`config.mk`:
```
export PLATFORM = sky130hd
export DESIGN_NAME = edge_irq_flag_logic
export DESIGN_NICKNAME = d
export VERILOG_FILES = /design/src/rtl/edge_irq_pkg.sv /design/src/rtl/edge_irq_flag_logic.sv
export SDC_FILE = /design/constraint.sdc
export NUM_CORES = 1
export LEC_CHECK = 0
export ABC_AREA = 1
export ABC_CLOCK_PERIOD_IN_PS = 2600
export BUFFER_PORTS_ARGS = -buffer_cell sky130_fd_sc_hd__buf_2
export CORE_MARGIN = 4
export CORE_UTILIZATION = 50
export CTS_CLUSTER_SIZE = 28
export DETAILED_ROUTE_END_ITERATION = 10
export PLACE_DENSITY_LB_ADDON = 0.08
export SLEW_MARGIN = 20
export SYNTH_ARGS = -nofsm -noshare
export SYNTH_HDL_FRONTEND = slang
export SYNTH_SLANG_ARGS = --single-unit
```
`constraint.sdc`:
```
create_clock -name clock -period 2.6 [get_ports clock]
set_input_delay 0.52 -clock clock [delete_from_list [all_inputs] [get_ports clock]]
set_output_delay 0.52 -clock clock [all_outputs]
set_load 0.01 [all_outputs]
```
`src/rtl/edge_irq_pkg.sv`:
```
/*
 Constants for the edge interrupt flag block: register word offsets,
 field positions and reset values.
 Assumes a 32-bit Avalon-MM slave with byte addressing.
*/
package edge_irq_pkg;
    localparam int PIN_COUNT = 8;
    localparam int ADDR_WIDTH = 5;
    // Byte offsets of the register words
    localparam logic [4:0] OFS_PIN_FLAGS = 5'h00;
    localparam logic [4:0] OFS_PIN_ENABLE = 5'h04;
    localparam logic [4:0] OFS_TIMER_CTRL = 5'h08;
    localparam logic [4:0] OFS_EVT_STATUS = 5'h0C;
    localparam logic [4:0] OFS_EVT_ENABLE = 5'h10;
    localparam logic [4:0] OFS_EVT_CLEAR = 5'h14;
    localparam logic [4:0] OFS_TIMER_COUNT = 5'h18;
    // Field positions in timer control word
    localparam int TMR_FLAG_BIT = 0;
    localparam int TMR_ENABLE_BIT = 1;
    // Event status layout: bits 7..0 pin flags set, bit 8 timer overflow
    localparam int EVT_WIDTH = 9;
    localparam int EVT_TIMER_BIT = 8;
    // Reset values and the timer count maximum
    localparam logic [7:0] FLAGS_RESET = 8'h00;
    localparam logic [7:0] ENABLE_RESET = 8'h00;
    localparam logic [7:0] COUNT_MAX = 8'hFF;
    localparam logic [7:0] COUNT_ZERO = 8'h00;
    localparam logic [31:0] UNMAPPED_READ = 32'h0000_0000;
endpackage

```
`src/rtl/edge_irq_flag_logic.sv`:
```
/*
 Edge interrupt request flags for eight pins plus the 8-bit timer B1
 overflow flag, with enables, a sticky event status and one interrupt line.
 Assumes pins are asynchronous, the timer count increments from this
 block's clock via a count strobe, and the bus is Avalon-MM with waitrequest.
*/
`timescale 1ns/1ps

// Summary of operation
// [RULE_01] Enabled pin flag raises CPU request
// [RULE_02] Disabled pin gives no request; enables reset 0
// [RULE_03] Timer overflow FF to 00 sets flag
// [RULE_04] Writing 0 clears set timer flag
// [RULE_05] Selected pin edge sets pin flag
// [RULE_06] Writing 0 clears set pin flag
// [RULE_07] Writing 1 never sets any flag
// [RULE_08] Eight pin flags, bit n pin n, reset 0
// [RULE_09] Request when flag and enable both 1
module edge_irq_flag_logic
    import edge_irq_pkg::*;
#(
    parameter int PINS = PIN_COUNT
) (
    // Clock and reset
    input wire logic clock,
    input wire logic reset,
    // External pins and edge selection (1 = rising, 0 = falling)
    input wire logic [PINS-1:0] pin_in,
    input wire logic [PINS-1:0] pin_edge_rising,
    // Timer B1 count strobe
    input wire logic timer_b1_tick,
    // Avalon-MM slave
    input wire logic [edge_irq_pkg::ADDR_WIDTH-1:0] address,
    input wire logic read,
    input wire logic write,
    input wire logic [31:0] writedata,
    input wire logic [3:0] byteenable,
    output logic [31:0] readdata,
    output logic waitrequest,
    // CPU requests
    output logic [PINS-1:0] pin_irq_request,
    output logic timer_b1_irq_request,
    output logic irq
);
    import edge_irq_pkg::*;

    logic [PINS-1:0] pin_meta;
    logic [PINS-1:0] pin_sync;
    logic [PINS-1:0] pin_prev;
    logic [PINS-1:0] edge_seen;
    logic [2:0] arm_pipe;
    logic [PINS-1:0] pin_irq_request_flags;
    logic [PINS-1:0] pin_irq_enable_bits;
    logic timer_b1_overflow_request;
    logic timer_b1_enable;
    logic [7:0] timer_b1_count;
    logic timer_b1_wrap;
    logic [EVT_WIDTH-1:0] evt_status;
    logic [EVT_WIDTH-1:0] evt_enable;
    logic [EVT_WIDTH-1:0] evt_set;
    logic served;
    logic access;
    logic wr_go;
    logic lane0;
    logic lane1;
    logic count_wr;
    logic [31:0] next_readdata;

    // One wait cycle per access, then the answer
    assign access = read | write;
    assign waitrequest = access & ~served;
    assign wr_go = write & served;
    assign lane0 = byteenable[0];
    assign lane1 = byteenable[1];
    assign count_wr = wr_go && address == OFS_TIMER_COUNT && lane0;

    always_ff @(posedge clock) begin
        if (reset) begin
            served <= 1'b0;
        end else begin
            served <= access & ~served;
        end
    end

    // Two-stage synchroniser, edge detect on the second stage only
    always_ff @(posedge clock) begin
        if (reset) begin
            pin_meta <= '0;
            pin_sync <= '0;
            pin_prev <= '0;
        end else begin
            pin_meta <= pin_in;
            pin_sync <= pin_meta;
            pin_prev <= pin_sync;
        end
    end

    // Edges ignored until the history flop holds a real pin level,
    // so a pin idling high cannot fake an edge after reset
    always_ff @(posedge clock) begin
        if (reset) begin
            arm_pipe <= 3'h0;
        end else begin
            arm_pipe <= {arm_pipe[1:0], 1'b1};
        end
    end

    genvar g;
    generate
        for (g = 0; g < PINS; g++) begin : g_pin
            assign edge_seen[g] = arm_pipe[2]
                                & (pin_edge_rising[g] ? (pin_sync[g] & ~pin_prev[g])
                                                      : (~pin_sync[g] & pin_prev[g]));
            always_ff @(posedge clock) begin
                if (reset) begin
                    pin_irq_request_flags[g] <= FLAGS_RESET[g]; // RULE_08
                end else if (edge_seen[g]) begin
                    // Set beats a simultaneous clear
                    pin_irq_request_flags[g] <= 1'b1; // RULE_05
                end else if (wr_go && address == OFS_PIN_FLAGS && lane0
                             && !writedata[g] && pin_irq_request_flags[g]) begin
                    pin_irq_request_flags[g] <= 1'b0; // RULE_06 RULE_07
                end
            end
            assign pin_irq_request[g] = pin_irq_request_flags[g]
                                      & pin_irq_enable_bits[g]; // RULE_01 RULE_02 RULE_09
            a_pin_edge_set: assert property (@(posedge clock) disable iff (reset) // RULE_05
                (arm_pipe[2] && pin_sync[g] != pin_prev[g]
                 && pin_sync[g] == pin_edge_rising[g]) |=> pin_irq_request_flags[g])
                else $error("selected edge did not set its flag");
            a_pin_other_edge: assert property (@(posedge clock) disable iff (reset) // RULE_05
                (pin_sync[g] != pin_prev[g] && pin_sync[g] != pin_edge_rising[g]
                 && !pin_irq_request_flags[g]) |=> !pin_irq_request_flags[g])
                else $error("other edge set a flag");
        end
    endgenerate

    always_ff @(posedge clock) begin
        if (reset) begin
            pin_irq_enable_bits <= ENABLE_RESET; // RULE_02
        end else if (wr_go && address == OFS_PIN_ENABLE && lane0) begin
            pin_irq_enable_bits <= writedata[PINS-1:0];
        end
    end

    // Timer B1 counter; overflow when it rolls from maximum to zero
    // A software load beats the tick in the same cycle, so no rollover then
    assign timer_b1_wrap = timer_b1_tick && !count_wr && timer_b1_count == COUNT_MAX;

    always_ff @(posedge clock) begin
        if (reset) begin
            timer_b1_count <= COUNT_ZERO;
        end else if (count_wr) begin
            timer_b1_count <= writedata[7:0];
        end else if (timer_b1_tick) begin
            timer_b1_count <= timer_b1_count + 8'h01;
        end
    end

    always_ff @(posedge clock) begin
        if (reset) begin
            timer_b1_overflow_request <= 1'b0;
        end else if (timer_b1_wrap) begin
            timer_b1_overflow_request <= 1'b1; // RULE_03
        end else if (wr_go && address == OFS_TIMER_CTRL && lane0
                     && !writedata[TMR_FLAG_BIT] && timer_b1_overflow_request) begin
            timer_b1_overflow_request <= 1'b0; // RULE_04 RULE_07
        end
    end

    always_ff @(posedge clock) begin
        if (reset) begin
            timer_b1_enable <= 1'b0;
        end else if (wr_go && address == OFS_TIMER_CTRL && lane0) begin
            timer_b1_enable <= writedata[TMR_ENABLE_BIT];
        end
    end

    assign timer_b1_irq_request = timer_b1_overflow_request & timer_b1_enable; // RULE_09

    // Sticky event log for the interrupt line
    assign evt_set = {timer_b1_wrap, edge_seen};

    always_ff @(posedge clock) begin
        if (reset) begin
            evt_status <= '0;
        end else if (wr_go && address == OFS_EVT_CLEAR) begin
            evt_status <= evt_set | (evt_status & ~{writedata[8] & lane1,
                                                   writedata[7:0] & {8{lane0}}});
        end else begin
            evt_status <= evt_status | evt_set;
        end
    end

    always_ff @(posedge clock) begin
        if (reset) begin
            evt_enable <= '0;
        end else if (wr_go && address == OFS_EVT_ENABLE) begin
            if (lane0) begin
                evt_enable[7:0] <= writedata[7:0];
            end
            if (lane1) begin
                evt_enable[EVT_TIMER_BIT] <= writedata[8];
            end
        end
    end

    assign irq = |(evt_status & evt_enable);

    always_comb begin
        next_readdata = UNMAPPED_READ;
        case (address)
            OFS_PIN_FLAGS: next_readdata[PINS-1:0] = pin_irq_request_flags;
            OFS_PIN_ENABLE: next_readdata[PINS-1:0] = pin_irq_enable_bits;
            OFS_TIMER_CTRL: begin
                next_readdata[TMR_FLAG_BIT] = timer_b1_overflow_request;
                next_readdata[TMR_ENABLE_BIT] = timer_b1_enable;
            end
            OFS_EVT_STATUS: next_readdata[EVT_WIDTH-1:0] = evt_status;
            OFS_EVT_ENABLE: next_readdata[EVT_WIDTH-1:0] = evt_enable;
            OFS_TIMER_COUNT: next_readdata[7:0] = timer_b1_count;
            default: next_readdata = UNMAPPED_READ;
        endcase
    end

    always_ff @(posedge clock) begin
        if (reset) begin
            readdata <= UNMAPPED_READ;
        end else if (read && !served) begin
            readdata <= next_readdata;
        end
    end

    a_pin_request_gate: assert property (@(posedge clock) disable iff (reset) // RULE_09
        pin_irq_request == (pin_irq_request_flags & pin_irq_enable_bits))
        else $error("pin request not flag and enable");
    a_edge_sets_flag: assert property (@(posedge clock) disable iff (reset) // RULE_05
        |edge_seen |=> (pin_irq_request_flags & $past(edge_seen)) == $past(edge_seen))
        else $error("edge did not set flag");
    a_write_one_holds: assert property (@(posedge clock) disable iff (reset) // RULE_07
        (wr_go && address == OFS_PIN_FLAGS && writedata[7:0] == 8'hFF)
        |=> pin_irq_request_flags == ($past(pin_irq_request_flags) | $past(edge_seen)))
        else $error("write of ones changed flags");
    a_pin_clear: assert property (@(posedge clock) disable iff (reset) // RULE_06
        (wr_go && address == OFS_PIN_FLAGS && lane0 && writedata[7:0] == 8'h00
         && edge_seen == '0) |=> pin_irq_request_flags == 8'h00)
        else $error("pin flags not cleared");
    a_timer_set: assert property (@(posedge clock) disable iff (reset) // RULE_03
        timer_b1_wrap |=> timer_b1_overflow_request && timer_b1_count == COUNT_ZERO)
        else $error("overflow flag not set");
    a_timer_clear: assert property (@(posedge clock) disable iff (reset) // RULE_04
        (wr_go && address == OFS_TIMER_CTRL && lane0 && !writedata[TMR_FLAG_BIT]
         && !timer_b1_wrap) |=> !timer_b1_overflow_request)
        else $error("overflow flag not cleared");
    a_disabled_quiet: assert property (@(posedge clock) disable iff (reset) // RULE_02
        |(~pin_irq_enable_bits) |-> (pin_irq_request & ~pin_irq_enable_bits) == '0)
        else $error("disabled pin requests");
    a_enabled_raise: assert property (@(posedge clock) disable iff (reset) // RULE_01
        (pin_irq_enable_bits[0] && pin_irq_request_flags[0]) |-> pin_irq_request[0])
        else $error("enabled flag gave no request");
    a_bus_answer: assert property (@(posedge clock) disable iff (reset) // RULE_08
        (read && !served && address == OFS_PIN_FLAGS)
        |=> !waitrequest && readdata[7:0] == $past(pin_irq_request_flags))
        else $error("flag read wrong");

    // Reset state of the flag and enable words
    a_flags_reset: assert property (@(posedge clock) disable iff (reset) // RULE_08
        $fell(reset) |-> pin_irq_request_flags == FLAGS_RESET)
        else $error("pin flags not zero after reset");
    a_enables_reset: assert property (@(posedge clock) disable iff (reset) // RULE_02
        $fell(reset) |-> pin_irq_enable_bits == ENABLE_RESET)
        else $error("enables not zero after reset");

    // Pin flags move only by edge or by a write of 0
    a_flag_needs_edge: assert property (@(posedge clock) disable iff (reset) // RULE_07
        1'b1 |=> (pin_irq_request_flags & ~$past(pin_irq_request_flags)
                  & ~$past(edge_seen)) == '0)
        else $error("pin flag rose without an edge");
    a_flag_holds: assert property (@(posedge clock) disable iff (reset) // RULE_06
        !(wr_go && address == OFS_PIN_FLAGS && lane0)
        |=> (pin_irq_request_flags & $past(pin_irq_request_flags))
            == $past(pin_irq_request_flags))
        else $error("pin flag fell without a write");
    a_clear_bitwise: assert property (@(posedge clock) disable iff (reset) // RULE_06
        (wr_go && address == OFS_PIN_FLAGS && lane0)
        |=> pin_irq_request_flags == (($past(pin_irq_request_flags) & $past(writedata[PINS-1:0]))
                                      | $past(edge_seen)))
        else $error("pin flag write result wrong");

    // Enable word
    a_enable_write: assert property (@(posedge clock) disable iff (reset) // RULE_01
        (wr_go && address == OFS_PIN_ENABLE && lane0)
        |=> pin_irq_enable_bits == $past(writedata[PINS-1:0]))
        else $error("enable write lost");
    a_enable_hold: assert property (@(posedge clock) disable iff (reset) // RULE_02
        !(wr_go && address == OFS_PIN_ENABLE && lane0) |=> $stable(pin_irq_enable_bits))
        else $error("enable changed without a write");
    a_enable_read: assert property (@(posedge clock) disable iff (reset) // RULE_02
        (read && !served && address == OFS_PIN_ENABLE)
        |=> readdata[PINS-1:0] == $past(pin_irq_enable_bits))
        else $error("enable read wrong");

    // Timer B1 flag and count
    a_timer_gate: assert property (@(posedge clock) disable iff (reset) // RULE_09
        timer_b1_irq_request == (timer_b1_overflow_request && timer_b1_enable))
        else $error("timer request not flag and enable");
    a_timer_only_wrap: assert property (@(posedge clock) disable iff (reset) // RULE_07
        !timer_b1_wrap |=> !$rose(timer_b1_overflow_request))
        else $error("overflow flag rose without overflow");
    a_timer_holds: assert property (@(posedge clock) disable iff (reset) // RULE_04
        (timer_b1_overflow_request
         && !(wr_go && address == OFS_TIMER_CTRL && lane0 && !writedata[TMR_FLAG_BIT]))
        |=> timer_b1_overflow_request)
        else $error("overflow flag fell without a clear");
    a_timer_read: assert property (@(posedge clock) disable iff (reset) // RULE_04
        (read && !served && address == OFS_TIMER_CTRL)
        |=> readdata[TMR_FLAG_BIT] == $past(timer_b1_overflow_request))
        else $error("overflow flag read wrong");
    a_count_step: assert property (@(posedge clock) disable iff (reset) // RULE_03
        (timer_b1_tick && !count_wr)
        |=> timer_b1_count == $past(timer_b1_count) + 8'h01)
        else $error("timer count did not step");

    // Event log, interrupt line and bus timing
    a_evt_capture: assert property (@(posedge clock) disable iff (reset) // RULE_05
        1'b1 |=> (evt_status & $past(evt_set)) == $past(evt_set))
        else $error("event not logged");
    a_evt_sticky: assert property (@(posedge clock) disable iff (reset) // RULE_09
        !(wr_go && address == OFS_EVT_CLEAR)
        |=> (evt_status & $past(evt_status)) == $past(evt_status))
        else $error("event bit fell without a clear");
    a_evt_clear: assert property (@(posedge clock) disable iff (reset) // RULE_09
        (wr_go && address == OFS_EVT_CLEAR && lane0 && lane1
         && &writedata[EVT_WIDTH-1:0] && evt_set == '0) |=> evt_status == '0)
        else $error("event clear failed");
    a_evt_enable_write: assert property (@(posedge clock) disable iff (reset) // RULE_09
        (wr_go && address == OFS_EVT_ENABLE && lane0 && lane1)
        |=> evt_enable == $past(writedata[EVT_WIDTH-1:0]))
        else $error("event enable write lost");
    a_irq_level: assert property (@(posedge clock) disable iff (reset) // RULE_09
        irq == |(evt_status & evt_enable))
        else $error("interrupt line wrong");
    a_one_wait: assert property (@(posedge clock) disable iff (reset) // RULE_08
        (access && waitrequest) |=> !waitrequest)
        else $error("more than one wait cycle");
    a_readdata_stands: assert property (@(posedge clock) disable iff (reset) // RULE_08
        !(read && !served) |=> $stable(readdata))
        else $error("read data moved between reads");
endmodule

```
Word level (Yosys, flattened, before mapping)

Cells that the tools add are included.

Register bits after elaboration: 81
Latch bits: 0
RAM bits: 0
Memory bits (read-only): 0
Bits of input ports: 62
Output and inout bits: 43
Logic and storage cells: 178
Memories kept: 0

Add/subtract/negate cells: 1
Multiply operators: 0
Div/mod/pow operators: 0
$lt $le $gt $ge: 0
Eq/ne operators: 7
Shift operators: 0
Multiplexer cells: 33
Bitwise gates (word level): 60
Reductions and logical operators: 55

Operator list:

| operator              | number |
|---|---|
| $and A1 B1 Y1         | 36 |
| $logic_and A1 B1 Y1   | 31 |
| $pmux W6 S5           | 1 |
| $mux W1               | 27 |
| $reduce_bool A2 Y1    | 10 |
| $and A9 B9 Y9         | 2 |
| $or A9 B9 Y9          | 2 |
| $not A1 Y1            | 17 |
| $mux W8               | 2 |
| $eq A5 B5 Y1 const B  | 3 |
| $pmux W2 S6           | 1 |
| $eq A5 B4 Y1 const B  | 2 |
| $logic_not A1 Y1      | 10 |
| $mux W9               | 1 |
| $not A9 Y9            | 1 |
| $reduce_or A9 Y1      | 1 |
| $add A8 B1 Y8 const B | 1 |
| $and A8 B8 Y8         | 1 |
| $eq A8 B8 Y1 const B  | 1 |
| $eq A5 B3 Y1 const B  | 1 |
| $logic_not A5 Y1      | 1 |
| $reduce_and A2 Y1     | 2 |
| $pmux W1 S2           | 1 |
| $or A1 B1 Y1          | 1 |

Depth between registers and ports, before layout

Depth in word-level cells: 8
Gate-level depth with buffers: 9
Gate-level depth less buffers: 9

Worst setup path after synthesis

Ideal clock, no wire load.

Kind: in2reg
Start: input port address[4] (netlist name)
End: register pin_irq_enable_bits[4]
Library setup time: 116 ps
Data arrival time: 1363 ps
Data required time: 2484 ps
Setup slack: 1121 ps
Stages on the path: 8
Path buffers: 2
Path through: buf_6 nor2_4 nand3_2 nor2_4 inv_2 buf_6 o21ai_1 a21oi_1

Longest elaborated chain between the ends: 3

RTL lines:

| element                          | line                       | RTL |
|---|---|---|
| start: declaration               | edge_irq_flag_logic.sv:33  | `input wire logic [edge_irq_pkg::ADDR_WIDTH-1:0] address,` |
| $eq A5 B3 Y1                     | edge_irq_flag_logic.sv:141 | `end else if (wr_go && address == OFS_PIN_ENABLE && lane0) begin` |
| $logic_and A1 B1 Y1 (2 in a row) | edge_irq_flag_logic.sv:141 |  |
| end signal: assignment           | edge_irq_flag_logic.sv:142 | `pin_irq_enable_bits <= writedata[PINS-1:0];` |
| end: declaration                 | edge_irq_flag_logic.sv:53  | `logic [PINS-1:0] pin_irq_enable_bits;` |

No other way between the ends.
A chain may end at the register's enable or synchronous reset.

Worst setup path after layout

Start: register evt_status[0]
End: output port irq

Longest elaborated chain between the ends: 2

RTL lines:

| element                  | line                       | RTL |
|---|---|---|
| start: declaration       | edge_irq_flag_logic.sv:58  | `logic [EVT_WIDTH-1:0] evt_status;` |
| start signal: assignment | edge_irq_flag_logic.sv:188 | `evt_status <= evt_set \| (evt_status & ~{writedata[8] & lane1,` |
| start signal: assignment | edge_irq_flag_logic.sv:191 | `evt_status <= evt_status \| evt_set;` |
| $and A9 B9 Y9            | edge_irq_flag_logic.sv:208 | `assign irq = \|(evt_status & evt_enable);` |
| $reduce_or A9 Y1         | edge_irq_flag_logic.sv:208 |  |
| end: declaration         | edge_irq_flag_logic.sv:43  | `output logic irq` |

No other way between the ends.

==> impl_metrics.ini <==
[status]
outcome = completed

[critical_path]
crit_path_end_kind = output port
slowest_stage = dfxtp_1
cp.required_ns = 2.08
rr_startpoint = served$_SDFF_PP0_
cpPeakStageDelay_ns = 0.37
crit_start = evt_status[0]$_SDFF_PP0_
critical_path_buf_inv_count = 1
worstSetupPathType = flip-flop to output port
crit_path_start_kind = flip-flop
worstPathMaxFanout = 3
crit_chain = a22o_1 -> a21oi_1 -> nand4_1 -> buf_2
critical_path.top_delay_family = compound AO/OA/AOI/OAI gates
crit_arrival_ns = 1.44

[clock_network]
cts_tree = built
cts_setup_buffers = 0
cts_sinks = 81
cts_buffers = 9
clock_path_buffers = 2
clk_pin_slew_ns = 0.09
clk_latency_ns = 0.36
cts_hold_buf = 0
cts_htree_levels = 3
cts-root-buf = clkbuf_8
cts-resized-gates = 0

[grt]
top_usage_layer = met2
grt_max_degree = 50
met3_usage_pct = 6.41
grt_use_total_pct = 21.8
use_met1_pct = 28.0
grt_remaining_overflow = 0
grt_pass1_vias = 3179
met2_usage_pct = 33.5
grt_pass1_wl_mm = 15.1
grt_antenna_before_repair = 0

[route]
num_vias = 3486
ant_nets = 0
drt-initial-drc-count = 191
dr.pass1.iters = 5
via_per_inst = 4.97
wl_mm = 9.41
drc = 0
wl_per_cell_um = 13.4

[synth]
synth_adder_area_share_pct = 0.324
ys_types = 31
syn_avg_cell_area_sq_um = 7.06
synthCells = 546
ys_seq_area_share_pct = 42.0
synth.area.top_cells = dfxtp_1, nand2_1, inv_1
synth_top_area_share_pct = 42.0
synth_common_cells = nand2_1, dfxtp_1, inv_1, nor2_1, o21ai_0
synth_warnings = 0
async_flop_share_pct = 0
synth-compound-area-share_pct = 13.9
yosysTopAreaCell = dfxtp_1
synth_xor_area_share_pct = 0.227
synth.most_common_cell = nand2_1
synth_edf_count = 0
muxShareOfSynthArea_pct = 0
ys_ff_latch = 81
syn-cell-area_sq_mm = 0.00386
ys.flop_type = dfxtp_1
synth_simple_gate_area_share_pct = 28.6
synth_top_family_by_area = simple AND/OR/NAND/NOR gates

[floorplan]
core_area_sq_mm = 0.00737
start_util_pct = 52.3
rows = 31
dieArea_sq_mm = 0.00918
dieHeight_um = 95.8
die_w_um = 95.8
ios = 105

[finish]
area_delta_synth_final_pct = 12.0
antenna_cells = 0
multi_input_area_sq_mm = 0.00175
drive_above_1_share_pct = 15.6
fin_cells = 701
register_area_sq_mm = 0.00162
nets = 660
utilization_pct = 58.6
nFillCells = 751

[timing]
final.setup.tns_ns = 0
relSlewSlack_pct = 42.6
rsz0062_at_grt = false
fin_crit_sh_pct = 75.3
hold_viol = 0
period_needed_ns = 1.96
slew_viol_final = 0
max_freq_ghz = 0.511
final-setup-viol-count = 0
worst_pin_slew_ns = 0.860
skew_ns = 0.00973

[place]
detailed_place_hpwl_mm = 6.78
io_buffer_count = 56
gp_congestion = 0.915
dp_cells = 685

[pwr]
cellLeakagePower_uw = 0.00200
ir_drop_v = 0.000414
p_per_area_mw_per_mm2 = 589

[min_path]
min-delay-start = pin_in[6]
worst_hold_path_type = input port to flip-flop

[job]
cap_violations = 0
-- layout make-up --
type	instances	share of cell area, %
clock inverter	6	2.26
multi-input combinational	366	40.4
tap	99	2.87
timing repair buffer	59	7.01
inverter	80	6.95
clock buffer	10	2.95
sequential	81	37.5
-- where the power goes --
group / leakage, uW / internal (uW) / switching (uW)
Combinational: 0.00122 / 69.7 / 141
Sequential: 0.000660 / 1280 / 23.3
Clock: 0.000113 / 556 / 477
Total: 0.00200 / 1900 / 641
-- layer usage --
metal | up-vias | routed length, um | part of all wire, %
met3 | 18 | 745 | 7.9
met1 | 1538 | 4150 | 44
met5 | - | 0 | 0
met4 | 0 | 246 | 2.6
met2 | 137 | 4270 | 45
li1 | 1793 | - | -
-- final timing paths --
| path | end | slack [ns] | cells after the start |
|---|---|---|---|
| setup / recovery | irq | 0.64 | 4 |
| hold / removal | pin_meta[6]$_SDFF_PP0_ | 0.36 | 3 |
| setup reg to reg | evt_status[0]$_SDFF_PP0_ | 1.07 | 7 |
| hold reg to reg | pin_sync[5]$_SDFF_PP0_ | 0.41 | 2 |
-- placed cells by master, fill, tap and decap left out, drive strengths merged --
master and count:
nand2 100, inv 83, dfxtp 81, nor2 75, buf 59, o21ai 55
a21oi 47, nand3 36, conb 23, nand4 10, nand3b 10, clkbuf 10
nor3 4, bufinv 2, a221oi 1, a22o 1, xor2 1, or2 1
o211ai 1, ha 1, clkinv 1
-- worst min-delay path: stages --
cell and delay (ns):
buf_2 0.09, inv_1 0.04, nor2_1 0.03
-- cells by family (layout without fill, tap and decap cells) --
logic type / count (synthesis) / count (layout)
DFF: 81 / 81
buffers and inverters: 121 / 155
other: 1 / 23
AOI/OAI and AO/OA: 105 / 105
and+or+nand+nor: 236 / 236
xor gates and xnor gates: 1 / 1
adders and majority gates: 1 / 1
-- state kept, by name, indices dropped and copies added, names as in the netlist --
| name | count |
|---|---|
| readdata | 9 |
| pin_sync | 8 |
| pin_irq_request_flags | 8 |
| pin_prev | 8 |
| evt_enable | 9 |
| timer_b1_count | 8 |
| timer_b1_enable | 1 |
| arm_pipe | 3 |
| served | 1 |
| timer_b1_overflow_request | 1 |
| evt_status | 9 |
| pin_meta | 8 |
| pin_irq_enable_bits | 8 |
-- per-stage QoR --
stage	cell area [sq um]	worst slack, ns	hold WS (ns)	total power (uW)
finish	4320	0.643	0.355	2540
global route	4320	0.526	0.342	2660
CTS	4320	0.651	0.348	2560
detailed placement	4100	0.661	0.395	1540
global placement	4100	0.687	0.389	1530
floorplan	3940	1.12	0.388	1480
No activity file was read; power rests on OpenSTA's default activity.
